<file path="src/mbas_regs.vh">
// Constants for the ASCII-framed serial register slave.
// Included by the slave design files; holds definitions only.
//
// Contract
// - Read returns count registers from head address
// - Read reply: byte count, then words high first
// - Single write stores value at given address
// - Single write reply echoes request unchanged
// - Multiple write stores consecutive registers from head
// - Multiple write reply returns head and count only
// - Reply repeats function code 03, 06, 10
// - Fixed map of readable registers fluid_outlet_temperature-0006h
// - Setpoint writable at fluid_temperature_setpoint
// - Writing one to 000Ch commands run
// - Colon starts, CR LF ends, colon clears
// - Check byte mismatch discards the frame
// - Answer only own configured slave address
// - Transmit only in reply to a request
`ifndef MBAS_REGS_VH
`define MBAS_REGS_VH

// Framing characters
`define MBAS_CH_COLON 8'h3A
`define MBAS_CH_CR 8'h0D
`define MBAS_CH_LF 8'h0A

// Function codes
`define MBAS_FC_READ 8'h03
`define MBAS_FC_WR1 8'h06
`define MBAS_FC_WRN 8'h10

// Register addresses
`define MBAS_A_TEMP 16'h0000
`define MBAS_A_RSVD 16'h0001
`define MBAS_A_PRESS 16'h0002
`define MBAS_A_RESIST 16'h0003
`define MBAS_A_STAT1 16'h0004
`define MBAS_A_ALARM1 16'h0005
`define MBAS_A_ALARM2 16'h0006
`define MBAS_A_SETPT 16'h000B
`define MBAS_A_RUNSTOP 16'h000C

// Register values
`define MBAS_RST_WORD 16'h0000
`define MBAS_RUN_VALUE 16'h0001

// Byte positions in a decoded request
`define MBAS_OFS_SLAVE 6'h00
`define MBAS_OFS_FC 6'h01
`define MBAS_OFS_HEAD 6'h02
`define MBAS_OFS_CNT 6'h04
`define MBAS_OFS_BCNT 6'h06
`define MBAS_OFS_WR1_DATA 6'h04
`define MBAS_OFS_WRN_DATA 6'h07

// Frame lengths in bytes, check byte included
`define MBAS_LEN_READ 16'h0007
`define MBAS_LEN_WR1 16'h0007
`define MBAS_LEN_WRN_HDR 16'h0008

// Reply layout
`define MBAS_RD_BCNT_POS 16'h0002
`define MBAS_RD_DATA_POS 16'h0003
`define MBAS_ECHO_LEN 16'h0006

`endif

</file>
<file path="src/mbas_slave.v">
// Serial register slave: decodes read, single write and multiple write
// requests, updates the register map and builds the normal reply.
// Assumes characters from a UART already framed as bytes, one per cycle.
`timescale 1ns/1ps
`include "mbas_regs.vh"

module mbas_slave #(
  parameter MAX_REGS = 16
) (
  input wire CLOCK,
  input wire SYS_RST,
  input wire [7:0] RX_CHAR,
  input wire RX_VALID,
  output wire [7:0] TX_CHAR,
  output wire TX_VALID,
  input wire TX_READY,
  input wire [7:0] SLAVE_ADDR,
  input wire [15:0] OUTLET_TEMP,
  input wire [15:0] OUTLET_PRESS,
  input wire [15:0] RESISTIVITY,
  input wire [15:0] STATUS_FLAGS_1,
  input wire [15:0] ALARM_FLAGS_1,
  input wire [15:0] ALARM_FLAGS_2,
  output wire [15:0] SETPOINT,
  output wire [15:0] RUN_STOP,
  output wire RUN_CMD,
  output wire BUSY
);

  ////////////////////////////////////////////////////////////////////////
  // Sizes and states

  localparam IW = 6;
  localparam BUF_BYTES = 8 + 2 * MAX_REGS;
  localparam [IW-1:0] BUF_FULL = BUF_BYTES;
  localparam [15:0] MAX_CNT = MAX_REGS;

  localparam ST_RECV = 3'b001;
  localparam ST_EXEC = 3'b010;
  localparam ST_RESP = 3'b100;

  reg [2:0] state_reg;
  reg [7:0] buf_mem [0:BUF_BYTES-1];
  reg [IW-1:0] len_reg;
  reg ovf_reg;
  reg [7:0] sum_reg;
  reg [7:0] fc_reg;
  reg [15:0] head_reg;
  reg [15:0] cnt_reg;
  reg [15:0] idx_reg;
  reg [IW-1:0] base_reg;
  reg [15:0] rlen_reg;
  reg [15:0] ridx_reg;
  reg [15:0] setpoint_reg;
  reg [15:0] run_stop_reg;
  reg run_cmd_reg;

  wire rx_sof;
  wire rx_bv;
  wire [7:0] rx_byte;
  wire rx_eof;
  wire out_ready;

  ////////////////////////////////////////////////////////////////////////
  // Framing front and back ends

  mbas_char_rx u_rx (
    .clk(CLOCK),
    .rst(SYS_RST),
    .char_in(RX_CHAR),
    .char_valid(RX_VALID),
    .sof_reg(rx_sof),
    .byte_valid_reg(rx_bv),
    .byte_reg(rx_byte),
    .eof_reg(rx_eof)
  );

  reg [7:0] resp_byte;
  wire out_valid = (state_reg == ST_RESP);
  wire out_last = (ridx_reg == rlen_reg - 16'h0001);

  mbas_frame_tx u_tx (
    .clk(CLOCK),
    .rst(SYS_RST),
    .byte_in(resp_byte),
    .byte_valid(out_valid),
    .byte_last(out_last),
    .byte_ready(out_ready),
    .tx_data(TX_CHAR),
    .tx_valid(TX_VALID),
    .tx_ready(TX_READY)
  );

  ////////////////////////////////////////////////////////////////////////
  // Request checks

  // Big-endian word from two buffered bytes
  function [15:0] word_at;
    input [IW-1:0] pos;
    begin
      word_at = {buf_mem[pos], buf_mem[pos + 6'h01]};
    end
  endfunction

  wire [15:0] len_w = {{(16 - IW){1'b0}}, len_reg};
  wire [7:0] req_fc = buf_mem[`MBAS_OFS_FC];
  wire [15:0] req_head = word_at(`MBAS_OFS_HEAD);
  wire [15:0] req_cnt = word_at(`MBAS_OFS_CNT);
  wire [15:0] req_cnt2 = {req_cnt[14:0], 1'b0};
  wire cnt_ok = (req_cnt != 16'h0000) && (req_cnt <= MAX_CNT);

  wire len_min_ok = (len_w >= `MBAS_LEN_READ);
  wire sum_ok = (sum_reg == 8'h00);
  wire addr_ok = (buf_mem[`MBAS_OFS_SLAVE] == SLAVE_ADDR);
  wire frame_ok = !ovf_reg && len_min_ok && sum_ok && addr_ok;
  wire read_ok = (req_fc == `MBAS_FC_READ) && (len_w == `MBAS_LEN_READ) && cnt_ok;
  wire wr1_ok = (req_fc == `MBAS_FC_WR1) && (len_w == `MBAS_LEN_WR1);
  wire wrn_ok = (req_fc == `MBAS_FC_WRN) && cnt_ok &&
                (buf_mem[`MBAS_OFS_BCNT] == req_cnt2[7:0]) &&
                (len_w == `MBAS_LEN_WRN_HDR + req_cnt2);

  ////////////////////////////////////////////////////////////////////////
  // Register map access

  wire [IW-1:0] wr_pos = base_reg + {idx_reg[IW-2:0], 1'b0};
  wire [15:0] wr_addr = head_reg + idx_reg;
  wire [15:0] wr_data = word_at(wr_pos);
  wire wr_en = (state_reg == ST_EXEC);

  wire [15:0] rd_off = ridx_reg - `MBAS_RD_DATA_POS;
  wire [15:0] rd_addr = head_reg + {1'b0, rd_off[15:1]};
  reg [15:0] rd_word;

  always @* begin
    case (rd_addr)
      `MBAS_A_TEMP: rd_word = OUTLET_TEMP;
      `MBAS_A_RSVD: rd_word = `MBAS_RST_WORD;
      `MBAS_A_PRESS: rd_word = OUTLET_PRESS;
      `MBAS_A_RESIST: rd_word = RESISTIVITY;
      `MBAS_A_STAT1: rd_word = STATUS_FLAGS_1;
      `MBAS_A_ALARM1: rd_word = ALARM_FLAGS_1;
      `MBAS_A_ALARM2: rd_word = ALARM_FLAGS_2;
      `MBAS_A_SETPT: rd_word = setpoint_reg;
      `MBAS_A_RUNSTOP: rd_word = run_stop_reg;
      default: rd_word = `MBAS_RST_WORD;
    endcase
  end

  // Reply bytes: echo of slave and function, then per-function data
  always @* begin
    if (fc_reg != `MBAS_FC_READ || ridx_reg < `MBAS_RD_BCNT_POS) begin
      resp_byte = buf_mem[ridx_reg[IW-1:0]];
    end else if (ridx_reg == `MBAS_RD_BCNT_POS) begin
      resp_byte = {cnt_reg[6:0], 1'b0};
    end else if (rd_off[0]) begin
      resp_byte = rd_word[7:0];
    end else begin
      resp_byte = rd_word[15:8];
    end
  end

  always @(posedge CLOCK) begin
    if (SYS_RST) begin
      setpoint_reg <= `MBAS_RST_WORD;
      run_stop_reg <= `MBAS_RST_WORD;
      run_cmd_reg <= 1'b0;
    end else if (wr_en) begin
      if (wr_addr == `MBAS_A_SETPT) begin
        setpoint_reg <= wr_data;
      end
      if (wr_addr == `MBAS_A_RUNSTOP) begin
        run_stop_reg <= wr_data;
        run_cmd_reg <= (wr_data == `MBAS_RUN_VALUE);
      end
    end
  end

  ////////////////////////////////////////////////////////////////////////
  // Receive buffer

  always @(posedge CLOCK) begin
    if (SYS_RST) begin
      len_reg <= {IW{1'b0}};
      ovf_reg <= 1'b0;
      sum_reg <= 8'h00;
    end else if (state_reg == ST_RECV) begin
      if (rx_sof) begin
        len_reg <= {IW{1'b0}};
        ovf_reg <= 1'b0;
        sum_reg <= 8'h00;
      end else if (rx_bv) begin
        if (len_reg == BUF_FULL) begin
          ovf_reg <= 1'b1;
        end else begin
          buf_mem[len_reg] <= rx_byte;
          len_reg <= len_reg + 6'h01;
          sum_reg <= sum_reg + rx_byte;
        end
      end
    end
  end

  ////////////////////////////////////////////////////////////////////////
  // Command sequencer

  reg [2:0] state_next;
  reg [7:0] fc_next;
  reg [15:0] head_next;
  reg [15:0] cnt_next;
  reg [15:0] idx_next;
  reg [IW-1:0] base_next;
  reg [15:0] rlen_next;
  reg [15:0] ridx_next;

  always @* begin
    state_next = state_reg;
    fc_next = fc_reg;
    head_next = head_reg;
    cnt_next = cnt_reg;
    idx_next = idx_reg;
    base_next = base_reg;
    rlen_next = rlen_reg;
    ridx_next = ridx_reg;
    case (state_reg)
      ST_RECV: begin
        if (rx_eof && frame_ok) begin
          fc_next = req_fc;
          head_next = req_head;
          idx_next = 16'h0000;
          ridx_next = 16'h0000;
          if (read_ok) begin
            cnt_next = req_cnt;
            rlen_next = `MBAS_RD_DATA_POS + req_cnt2;
            state_next = ST_RESP;
          end else if (wr1_ok) begin
            cnt_next = 16'h0001;
            base_next = `MBAS_OFS_WR1_DATA;
            rlen_next = `MBAS_ECHO_LEN;
            state_next = ST_EXEC;
          end else if (wrn_ok) begin
            cnt_next = req_cnt;
            base_next = `MBAS_OFS_WRN_DATA;
            rlen_next = `MBAS_ECHO_LEN;
            state_next = ST_EXEC;
          end
        end
      end
      ST_EXEC: begin
        idx_next = idx_reg + 16'h0001;
        if (idx_next == cnt_reg) begin
          state_next = ST_RESP;
        end
      end
      ST_RESP: begin
        if (out_ready) begin
          ridx_next = ridx_reg + 16'h0001;
          if (out_last) begin
            state_next = ST_RECV;
          end
        end
      end
      default: state_next = ST_RECV;
    endcase
  end

  always @(posedge CLOCK) begin
    if (SYS_RST) begin
      state_reg <= ST_RECV;
      fc_reg <= 8'h00;
      head_reg <= 16'h0000;
      cnt_reg <= 16'h0000;
      idx_reg <= 16'h0000;
      base_reg <= {IW{1'b0}};
      rlen_reg <= 16'h0000;
      ridx_reg <= 16'h0000;
    end else begin
      state_reg <= state_next;
      fc_reg <= fc_next;
      head_reg <= head_next;
      cnt_reg <= cnt_next;
      idx_reg <= idx_next;
      base_reg <= base_next;
      rlen_reg <= rlen_next;
      ridx_reg <= ridx_next;
    end
  end

  ////////////////////////////////////////////////////////////////////////
  // Outputs

  assign SETPOINT = setpoint_reg;
  assign RUN_STOP = run_stop_reg;
  assign RUN_CMD = run_cmd_reg;
  assign BUSY = (state_reg != ST_RECV) || TX_VALID;

endmodule

</file>
<file path="src/mbas_char_rx.v">
// Character receiver: turns ASCII frame characters into decoded bytes.
// Assumes one character per valid cycle, synchronous to clk.
`timescale 1ns/1ps
`include "mbas_regs.vh"

module mbas_char_rx (
  input wire clk,
  input wire rst,
  input wire [7:0] char_in,
  input wire char_valid,
  output reg sof_reg,
  output reg byte_valid_reg,
  output reg [7:0] byte_reg,
  output reg eof_reg
);

  reg in_frame_reg;
  reg half_reg;
  reg cr_reg;
  reg [3:0] nib_reg;

  function is_hex;
    input [7:0] c;
    begin
      is_hex = (c >= 8'h30 && c <= 8'h39) || (c >= 8'h41 && c <= 8'h46) ||
               (c >= 8'h61 && c <= 8'h66);
    end
  endfunction

  function [3:0] hex_val;
    input [7:0] c;
    begin
      if (c <= 8'h39) begin
        hex_val = c[3:0];
      end else begin
        hex_val = c[3:0] + 4'h9;
      end
    end
  endfunction

  always @(posedge clk) begin
    if (rst) begin
      in_frame_reg <= 1'b0;
      half_reg <= 1'b0;
      cr_reg <= 1'b0;
      nib_reg <= 4'h0;
      sof_reg <= 1'b0;
      byte_valid_reg <= 1'b0;
      byte_reg <= 8'h00;
      eof_reg <= 1'b0;
    end else begin
      sof_reg <= 1'b0;
      byte_valid_reg <= 1'b0;
      eof_reg <= 1'b0;
      if (char_valid) begin
        if (char_in == `MBAS_CH_COLON) begin
          in_frame_reg <= 1'b1;
          half_reg <= 1'b0;
          cr_reg <= 1'b0;
          sof_reg <= 1'b1;
        end else if (in_frame_reg) begin
          if (cr_reg) begin
            in_frame_reg <= 1'b0;
            eof_reg <= (char_in == `MBAS_CH_LF);
          end else if (char_in == `MBAS_CH_CR) begin
            if (half_reg) begin
              in_frame_reg <= 1'b0;
            end else begin
              cr_reg <= 1'b1;
            end
          end else if (is_hex(char_in)) begin
            if (half_reg) begin
              byte_reg <= {nib_reg, hex_val(char_in)};
              byte_valid_reg <= 1'b1;
            end else begin
              nib_reg <= hex_val(char_in);
            end
            half_reg <= ~half_reg;
          end else begin
            in_frame_reg <= 1'b0;
          end
        end
      end
    end
  end

endmodule

</file>
<file path="src/mbas_frame_tx.v">
// Frame transmitter: wraps bytes in colon, hex pairs, check byte, CR LF.
// Assumes the sink takes a character on each cycle with tx_ready high.
`timescale 1ns/1ps
`include "mbas_regs.vh"

module mbas_frame_tx (
  input wire clk,
  input wire rst,
  input wire [7:0] byte_in,
  input wire byte_valid,
  input wire byte_last,
  output wire byte_ready,
  output reg [7:0] tx_data,
  output wire tx_valid,
  input wire tx_ready
);

  localparam S_IDLE = 9'b000000001;
  localparam S_START = 9'b000000010;
  localparam S_HI = 9'b000000100;
  localparam S_LO = 9'b000001000;
  localparam S_NEXT = 9'b000010000;
  localparam S_LRC_HI = 9'b000100000;
  localparam S_LRC_LO = 9'b001000000;
  localparam S_CR = 9'b010000000;
  localparam S_LF = 9'b100000000;

  reg [8:0] state_reg;
  reg [7:0] cur_reg;
  reg last_reg;
  reg [7:0] sum_reg;
  wire [7:0] lrc = 8'h00 - sum_reg;

  function [7:0] to_hex;
    input [3:0] n;
    begin
      if (n <= 4'h9) begin
        to_hex = {4'h3, n};
      end else begin
        to_hex = {4'h4, n - 4'h9};
      end
    end
  endfunction

  assign byte_ready = (state_reg == S_IDLE) || (state_reg == S_NEXT);
  assign tx_valid = !byte_ready;

  always @* begin
    case (state_reg)
      S_START: tx_data = `MBAS_CH_COLON;
      S_HI: tx_data = to_hex(cur_reg[7:4]);
      S_LO: tx_data = to_hex(cur_reg[3:0]);
      S_LRC_HI: tx_data = to_hex(lrc[7:4]);
      S_LRC_LO: tx_data = to_hex(lrc[3:0]);
      S_CR: tx_data = `MBAS_CH_CR;
      S_LF: tx_data = `MBAS_CH_LF;
      default: tx_data = 8'h00;
    endcase
  end

  always @(posedge clk) begin
    if (rst) begin
      state_reg <= S_IDLE;
      cur_reg <= 8'h00;
      last_reg <= 1'b0;
      sum_reg <= 8'h00;
    end else begin
      case (state_reg)
        S_IDLE: if (byte_valid) begin
          cur_reg <= byte_in;
          last_reg <= byte_last;
          sum_reg <= 8'h00;
          state_reg <= S_START;
        end
        S_NEXT: if (byte_valid) begin
          cur_reg <= byte_in;
          last_reg <= byte_last;
          state_reg <= S_HI;
        end
        S_START: if (tx_ready) state_reg <= S_HI;
        S_HI: if (tx_ready) state_reg <= S_LO;
        S_LO: if (tx_ready) begin
          sum_reg <= sum_reg + cur_reg;
          state_reg <= last_reg ? S_LRC_HI : S_NEXT;
        end
        S_LRC_HI: if (tx_ready) state_reg <= S_LRC_LO;
        S_LRC_LO: if (tx_ready) state_reg <= S_CR;
        S_CR: if (tx_ready) state_reg <= S_LF;
        S_LF: if (tx_ready) state_reg <= S_IDLE;
        default: state_reg <= S_IDLE;
      endcase
    end
  end

endmodule

</file>
<file path="config.mk">
export PLATFORM = sky130hd
export DESIGN_NAME = mbas_slave
export DESIGN_NICKNAME = d
export VERILOG_FILES = /design/src/mbas_slave.v /design/src/mbas_char_rx.v /design/src/mbas_frame_tx.v
export VERILOG_INCLUDE_DIRS = /design/src /design/src/src
export SDC_FILE = /design/constraint.sdc
export NUM_CORES = 1
export LEC_CHECK = 0
export BUFFER_PORTS_ARGS = -buffer_cell sky130_fd_sc_hd__clkbuf_2
export CORE_ASPECT_RATIO = 0.6
export CORE_UTILIZATION = 35
export CTS_BUF_LIST = sky130_fd_sc_hd__clkbuf_8
export DETAILED_ROUTE_END_ITERATION = 7
export PLACE_DENSITY = 0.6
export SLEW_MARGIN = 15
export SYNTH_ARGS = -nofsm -noshare
export SYNTH_HDL_FRONTEND = slang
export SYNTH_SLANG_ARGS = --single-unit
</file>
<file path="constraint.sdc">
create_clock -name CLOCK -period 8.88 [get_ports CLOCK]
set_input_delay 1.776 -clock CLOCK [delete_from_list [all_inputs] [get_ports CLOCK]]
set_output_delay 1.776 -clock CLOCK [all_outputs]
set_load 0.02 [all_outputs]
</file>
==> impl_results.md, run 1 <==
* Worst-path maximum fanout at 16
* Max transition margin at 10.69%
* Max reg flops at 320
* Initial drt markers at 3175
* Worst path required time at 9.51 ns
* Count of yosys warnings during synthesis at 0
* Maximum buffer depth of the clock tree at 3
* Max Freq at 167.7 MHz
* Synth Flop Type: edfxtp_1
* Pre-antenna DRT Iters at 6
* Remaining DRCs at 0
* Clock network power share at 43.5%
* Starting density of the core at 35.45%
* Worst EP arrival at 6.59 ns
* Layout cells sized above 1 at 23.09%
* Syn-to-layout area delta at 11.54%
* Met2 WL at 39480 um
* Final setup vio count at 0
* Internal reg-to-reg setup slack at 2.92 ns
* Total nets after synthesis at 2907
* Worst Hold Class: reg -> reg
* CTS Sinks at 511
* Synth cell types at 83
* Slew Viols, Final at 0
* Async set or reset register ratio after synthesis at 0%
* P_int at 0.003486 W
* Flop pwr share at 55.0%
* Comb pwr share at 1.5%
* Met3 WL at 19060 um
* Final net count at 3021
* Clk_skew at 0.04016 ns
* Largest net degree at the start of global routing at 129
* Top Ports at 159
* Sequential element share of the synthesized area at 43.18%
* Vias in the first global route at 22995
* Post-DP HPWL at 80120 um
* Critical path class: reg -> reg
* Overall power at 0.004532 W
* Post-layout min period at 5.961 ns
* Cell area after layout at 34700 sq um
* Period utilization at 67.13%
* Worst slack, placed at 3.194 ns
* Hold_buf cts at 0
* Max capacitance violation total at 0
* Htree depth at 3
* Via count at 24822
* First-pass GRT wire length at 159400 um
* Maximum vdd ir drop at 0.0001030 V
* Met1 wire length at 48620 um
* Synthesized instance count at 2717
* CTS tree: built
* RSZ-0062 raised after global routing: no
* Worst setup SP type: flip-flop
* Via/cell ratio at 6.123
* Fillers at 8375
* Die height at 232.9 um
* Final TNS setup at 0 ns
* Die width at 386.9 um
* Post-CTS Resized at 0
* CTS buffer count at 77
* #FFs+latches synth at 511
* Critical Path End Type: flip-flop
* Top cell type's share of synthesized area at 30.89%
* Measured slew at the worst slew-check pin at 1.337 ns
* Highest Signal Layer: met5
* Clock transition at path regs at 0.07 ns
* Drt total wl at 109200 um
* Hold Crit Start: fc_reg[3]
* Leak at 12.00 nW
* Area of the die at 90120 sq um
* Row cnt at 84
* Mapped cell area at 31110 sq um
* Core area at 87760 sq um
* Pwr per Cell Area at 130.6 nW/um^2
* Register Area at 13440 sq um
* Fin. Hold Viols at 0
* Final setup margin at 2.919 ns
* EDFF count, synth at 320
* P_sw at 0.001046 W
* Multi-input gate area at 16800 sq um
* Hold EP: fc_reg[3]
* Postcts setup bufs at 0
* Final Wtd Congestion at 0.9588
* Initial antenna violation count at 5
* Grt ovf at 0
* Port bufs at 157
* Placed cell areas at 33200 sq um
* Tot GR Track Use at 24.01%
* Status: finished clean
* Most flop-heavy register: buf_mem
* Net Sw Frac at 23.08%
* Area contributors post-synth: edfxtp_1 31%, mux4_2 18%, dfxtp_1 12%, mux2i_1 3.5%, nor2_1 3.2%
* Reg2reg start: ridx_reg[0]
* R2r worst-path depth at 14
* Crit Reg-Reg Endpoint: u_tx.cur_reg[7]
* DR WL/cell at 26.93 um
* Avg Cell Area, Syn at 11.45 sq um
* Largest area contributor in the netlist: edfxtp_1
* Root buffer cell: clkbuf_8
* Clock latency at the later pin of the worst-skew pair at 0.73 ns
* Hold depth at 2
* Post-DRT Antenna Nets at 0
-- cells by family after synthesis --
group,after synthesis,share of synthesized area (%)
other,1,0.01205
muxes,403,23.09
adders and majority gates,74,3.097
xor gates and xnor gates,138,3.885
buffers and inverters,248,3.298
AOI/OAI and AO/OA,452,9.725
and+or+nand+nor,890,13.71
DFF,511,43.18
-- synth_stat cells (6+ instances only) --
cell	count
a21oi_1	129
a21o_1	15
o31ai_1	12
nor2_1	263
a22oi_1	29
o21a_1	9
a31oi_1	27
nor3_1	70
nor2b_1	14
nor3b_1	10
a32oi_1	16
mux4_2	247
buf_1	25
a2111oi_0	10
o21bai_1	9
nand3_1	85
inv_1	60
o21ai_1	6
o211ai_1	27
xor2_1	59
clkbuf_1	110
nand4b_1	9
and3_1	17
nor4b_1	6
or3_1	22
xnor2_1	79
o22ai_1	12
mux2_2	48
buf_2	42
nand2_1	239
ha_1	69
and4b_1	6
nand2b_1	24
nand4_1	34
edfxtp_1	320
dfxtp_1	191
o21ai_0	62
a221o_1	7
mux2i_1	108
a211oi_1	23
and2_1	32
buf_4	7
nor4_1	27
-- cell usage in the layout (no fill, tap or decap), types with 8 or more instances in the layout --
cell | netlist | final
a211oi_1 | 23 | 23
a21o_1 | 15 | 15
a21oi_1 | 129 | 129
a22oi_1 | 29 | 29
a31oi_1 | 27 | 27
a32oi_1 | 16 | 16
and2_1 | 32 | 32
and3_1 | 17 | 17
buf_4 | 7 | 65
clkbuf_2 | 1 | 156
clkbuf_8 | 0 | 85
clkinv_1 | 1 | 8
clkinv_2 | 0 | 9
dfxtp_1 | 191 | 188
edfxtp_1 | 320 | 320
ha_1 | 69 | 68
inv_1 | 60 | 89
mux2_2 | 48 | 48
mux2i_1 | 108 | 108
mux4_2 | 247 | 247
nand2_1 | 239 | 239
nand2b_1 | 24 | 24
nand3_1 | 85 | 85
nand4_1 | 34 | 34
nand4b_1 | 9 | 9
nor2_1 | 263 | 252
nor2_2 | 0 | 11
nor2b_1 | 14 | 14
nor3_1 | 70 | 70
nor3b_1 | 10 | 9
nor4_1 | 27 | 24
o211ai_1 | 27 | 27
o21a_1 | 9 | 9
o21ai_0 | 62 | 62
o21bai_1 | 9 | 9
o22ai_1 | 12 | 12
o31ai_1 | 12 | 12
or3_1 | 22 | 22
xnor2_1 | 79 | 77
xor2_1 | 59 | 56
-- layout make-up --
type | instances | area share (%)
Antenna cell | 4 | 0.02885
Clock buffer | 85 | 3.371
Clock inverter | 52 | 0.8798
Inverter | 61 | 0.6598
Multi-Input combinational cell | 1958 | 48.42
Sequential cell | 511 | 38.74
Tap cell | 1161 | 4.186
Timing Repair Buffer | 222 | 3.714
-- how the worst max path moves through the flow --
stage                 from              end
4_1_cts        ridx_reg[0]  u_tx.cur_reg[5]
5_1_grt        ridx_reg[0]  u_tx.cur_reg[5]
3_5_place_dp   ridx_reg[0]  u_tx.cur_reg[5]
2_1_floorplan  ridx_reg[1]  u_tx.cur_reg[1]
6_report       ridx_reg[0]  u_tx.cur_reg[7]
3_3_place_gp   ridx_reg[0]  u_tx.cur_reg[5]
-- power by group through the flow --
stage	registers [W]	clock network (W)	logic, W
after floorplan	0.00254	0	0.0000243
after global placement	0.00254	0	0.0000688
after detailed placement	0.00254	0	0.0000686
after CTS	0.00249	0.00200	0.0000689
after global routing	0.00249	0.00210	0.0000738
final	0.00249	0.00197	0.0000694
-- metrics by stage --
stage,instances,utilization (%),hold slack [ns]
after floorplan,2717,-,0.4316
after global placement,3913,37.83,0.4408
after detailed placement,3913,37.83,0.4447
after CTS,4050,39.51,0.4527
after global routing,4053,39.54,0.4849
final,4054,39.54,0.4627
-- per-layer routing --
layer	vias up	GRT usage (%)
li1	10707	-
met2	1718	29.56
met4	4	5.030
met1	12234	36.16
met5	-	0
met3	159	12.12
-- worst max-delay path: stages (launching register included) --
cell and delay [ns]:
dfxtp_1 0.79, clkinv_1 0.47, ha_1 0.42, inv_1 0.06, ha_1 0.22, inv_1 0.08
fa_1 0.49, xor2_1 0.42, o21ai_1 0.39, or3b_2 0.57, nor3_1 0.87, a222oi_1 0.34
a31oi_1 0.42, o22ai_1 0.14, a21oi_1 0.17
(Power assumes the default switching activity.)
==> inputs of run 2 (changes only) <==
==> constraint.sdc (replaced) <==
create_clock -name CLOCK -period 5.8 [get_ports CLOCK]
set_input_delay 1.16 -clock CLOCK [delete_from_list [all_inputs] [get_ports CLOCK]]
set_output_delay 1.16 -clock CLOCK [all_outputs]
set_load 0.02 [all_outputs]
==> run 2 against run 1 <==
Compared with the run above: final area rose by 0.32%; sequential cell count did not move; clock skew fell by 0.0069 ns; register-to-register slack got worse by 2.4 ns; routed wire length rose by 1.7%; global-route usage rose by 0.14 points; count of clock-buffer cells in the layout rose by 1; fmax rose by 13%; clock power rose by 57%; non-clock buffer count rose by 1; utilization rose by 0.13 points; cell count barely moved; largest cell class unchanged.
==> impl_results.md, run 2 (synthesized netlist as in run 1, its figures left out) <==
* Htree depth at 3 (unchanged)
* Layout cells sized above 1 at 22.92% (was 23.09%)
* First-pass GRT wire length at 159800 um (was 159400 um)
* Fillers at 8322 (was 8375)
* Pwr per Cell Area at 201.8 nW/um^2 (was 130.6 nW/um^2)
* Via/cell ratio at 6.168 (was 6.123)
* Tot GR Track Use at 24.15% (was 24.01%)
* P_sw at 0.001627 W (was 0.001046 W)
* Final setup vio count at 0 (unchanged)
* Max reg flops at 320 (unchanged)
* Vias in the first global route at 22806 (was 22995)
* Core area at 87760 sq um (unchanged)
* Area of the die at 90120 sq um (unchanged)
* Row cnt at 84 (unchanged)
* Placed cell areas at 33270 sq um (was 33200 sq um)
* Net Sw Frac at 23.16% (was 23.08%)
* Max capacitance violation total at 0 (unchanged)
* Maximum vdd ir drop at 0.0001440 V (was 0.0001030 V)
* Clk_skew at 0.03324 ns (was 0.04016 ns)
* Top Family by Delay on Critical Path: simple AND/OR/NAND/NOR gates (was compound AO/OA/AOI/OAI gates)
* Worst path required time at 6.43 ns (was 9.51 ns)
* Slowest stage delay, CP at 0.75 ns (was 0.87 ns)
* Worst Path Buf+Inv at 0 (was 3)
* Internal reg-to-reg setup slack at 0.52 ns (was 2.92 ns)
* Critical path class: reg -> reg (unchanged)
* Pre-antenna DRT Iters at 5 (was 6)
* Port bufs at 157 (unchanged)
* DR WL/cell at 27.37 um (was 26.93 um)
* Worst setup SP type: flip-flop (unchanged)
* Commonest non-fill, non-tap cell in the layout: edfxtp_1 (unchanged)
* Remaining DRCs at 0 (unchanged)
* Most flop-heavy register: buf_mem (unchanged)
* Final TNS setup at 0 ns (unchanged)
* Period utilization at 91.02% (was 67.13%)
* Die height at 232.9 um (unchanged)
* Hold_ws at 0.4620 ns (was 0.4627 ns)
* Leak at 12.03 nW (was 12.00 nW)
* Post-CTS Resized at 0 (unchanged)
* Post-layout min period at 5.279 ns (was 5.961 ns)
* Via count at 25012 (was 24822)
* Worst-path maximum fanout at 40 (was 16)
* RSZ-0062 raised after global routing: no (unchanged)
* Hold_buf cts at 0 (unchanged)
* Root buffer cell: clkbuf_8 (unchanged)
* Post-DP HPWL at 81750 um (was 80120 um)
* Grt ovf at 0 (unchanged)
* Post-DRT Antenna Nets at 0 (unchanged)
* Initial antenna violation count at 3 (was 5)
* Worst Hold Class: reg -> reg (unchanged)
* Initial drt markers at 3402 (was 3175)
* Slew Viols, Final at 0 (unchanged)
* Flop pwr share at 54.3% (was 55.0%)
* Slowest CP cell: or4_4 (was nor3_1)
* Final Wtd Congestion at 0.9514 (was 0.9588)
* Max transition margin at 13.29% (was 10.69%)
* CTS tree: built (unchanged)
* Measured slew at the worst slew-check pin at 1.296 ns (was 1.337 ns)
* Starting density of the core at 35.45% (unchanged)
* Syn-to-layout area delta at 11.90% (was 11.54%)
* Critical Path End Type: flip-flop (unchanged)
* Clock transition at path regs at 0.06 ns (was 0.07 ns)
* Postcts setup bufs at 0 (unchanged)
* Top Ports at 159 (unchanged)
* Max Freq at 189.4 MHz (was 167.7 MHz)
* Most frequent cells in the layout: 320 x edfxtp_1, 260 x nor2_1, 247 x mux4_2 (was 320 x edfxtp_1, 252 x nor2_1, 247 x mux4_2)
* Final net count at 3023 (was 3021)
* CTS buffer count at 78 (was 77)
* Largest net degree at the start of global routing at 123 (was 129)
* Drt total wl at 111000 um (was 109200 um)
* CTS Sinks at 511 (unchanged)
* Crit path cell chain: a21oi_1 > or3b_2 > nor3_1 > nand2b_1 > nor4_1 > xor2_1 > ha_1 > and3_1 > nor3b_1 > o32a_1 > o311ai_0 > or4_4 > nor2_1 > a2111oi_0 > a211oi_2 (was clkinv_1 > ha_1 > inv_1 > ha_1 > inv_1 > fa_1 > xor2_1 > o21ai_1 > or3b_2 > nor3_1 > a222oi_1 > a31oi_1 > o22ai_1 > a21oi_1)
* P_int at 0.005399 W (was 0.003486 W)
* Maximum buffer depth of the clock tree at 3 (unchanged)
* Die width at 386.9 um (unchanged)
* Fin. Hold Viols at 0 (unchanged)
* Comb pwr share at 1.6% (was 1.5%)
* Cell area after layout at 34810 sq um (was 34700 sq um)
* Worst EP arrival at 5.91 ns (was 6.59 ns)
* Status: finished clean (unchanged)
* Clock latency at the later pin of the worst-skew pair at 0.73 ns (about the same)
* Clock network power share at 44.2% (was 43.5%)
==> run 2: power by group through the flow <==
stage	Sequential, W	Clock [W]	Combinational, W
finish	0.00381	0.00310	0.000110
global route	0.00381	0.00327	0.000116
CTS	0.00381	0.00312	0.000109
detailed placement	0.00389	0	0.000108
global placement	0.00389	0	0.000109
floorplan	0.00389	0	0.0000372
==> run 2: cell type report <==
class / count / area [sq um] / area share (%)
Multi-Input combinational cell: 1958 / 16790 / 48.22
Sequential cell: 511 / 13440 / 38.62
Tap cell: 1161 / 1453 / 4.173
Timing Repair Buffer: 223 / 1371 / 3.939
Clock buffer: 86 / 1184 / 3.400
Clock inverter: 54 / 341.6 / 0.9812
Inverter: 61 / 229.0 / 0.6577
Antenna cell: 1 / 2.502 / 0.007188
==> run 2: worst min-delay path: stages, from the launching register on <==
cell	delay, ns
dfxtp_1	0.31
nand2_1	0.05
a21oi_1	0.05
==> run 2: metrics by stage <==
| stage | power, W | cells | utilization [%] | setup WS [ns] |
|---|---|---|---|---|
| 5_1_grt | 0.007194 | 4055 | 39.67 | 0.1801 |
| 3_3_place_gp | 0.004002 | 3914 | 37.91 | 0.6947 |
| 6_report | 0.007026 | 4055 | 39.67 | 0.5211 |
| 3_5_place_dp | 0.004001 | 3914 | 37.91 | 0.6805 |
| 2_1_floorplan | 0.003931 | 2717 | - | 1.485 |
| 4_1_cts | 0.007046 | 4054 | 39.65 | 0.6500 |
==> run 2: final timing paths <==
path | from | endpoint | depth (start not counted)
worst max-delay path | ridx_reg[1] | u_tx.cur_reg[6] | 15
worst min-delay path | fc_reg[4] | fc_reg[4] | 2
worst max register to register | ridx_reg[1] | u_tx.cur_reg[6] | 15
worst min register to register | fc_reg[4] | fc_reg[4] | 2
==> run 2: routing by layer <==
layer,up-vias,wire (um),GRT usage (%)
met5,-,0,0
met4,0,2014,4.656
met3,151,20240,12.91
met2,1783,40590,29.75
met1,12360,48140,36.03
li1,10718,-,-
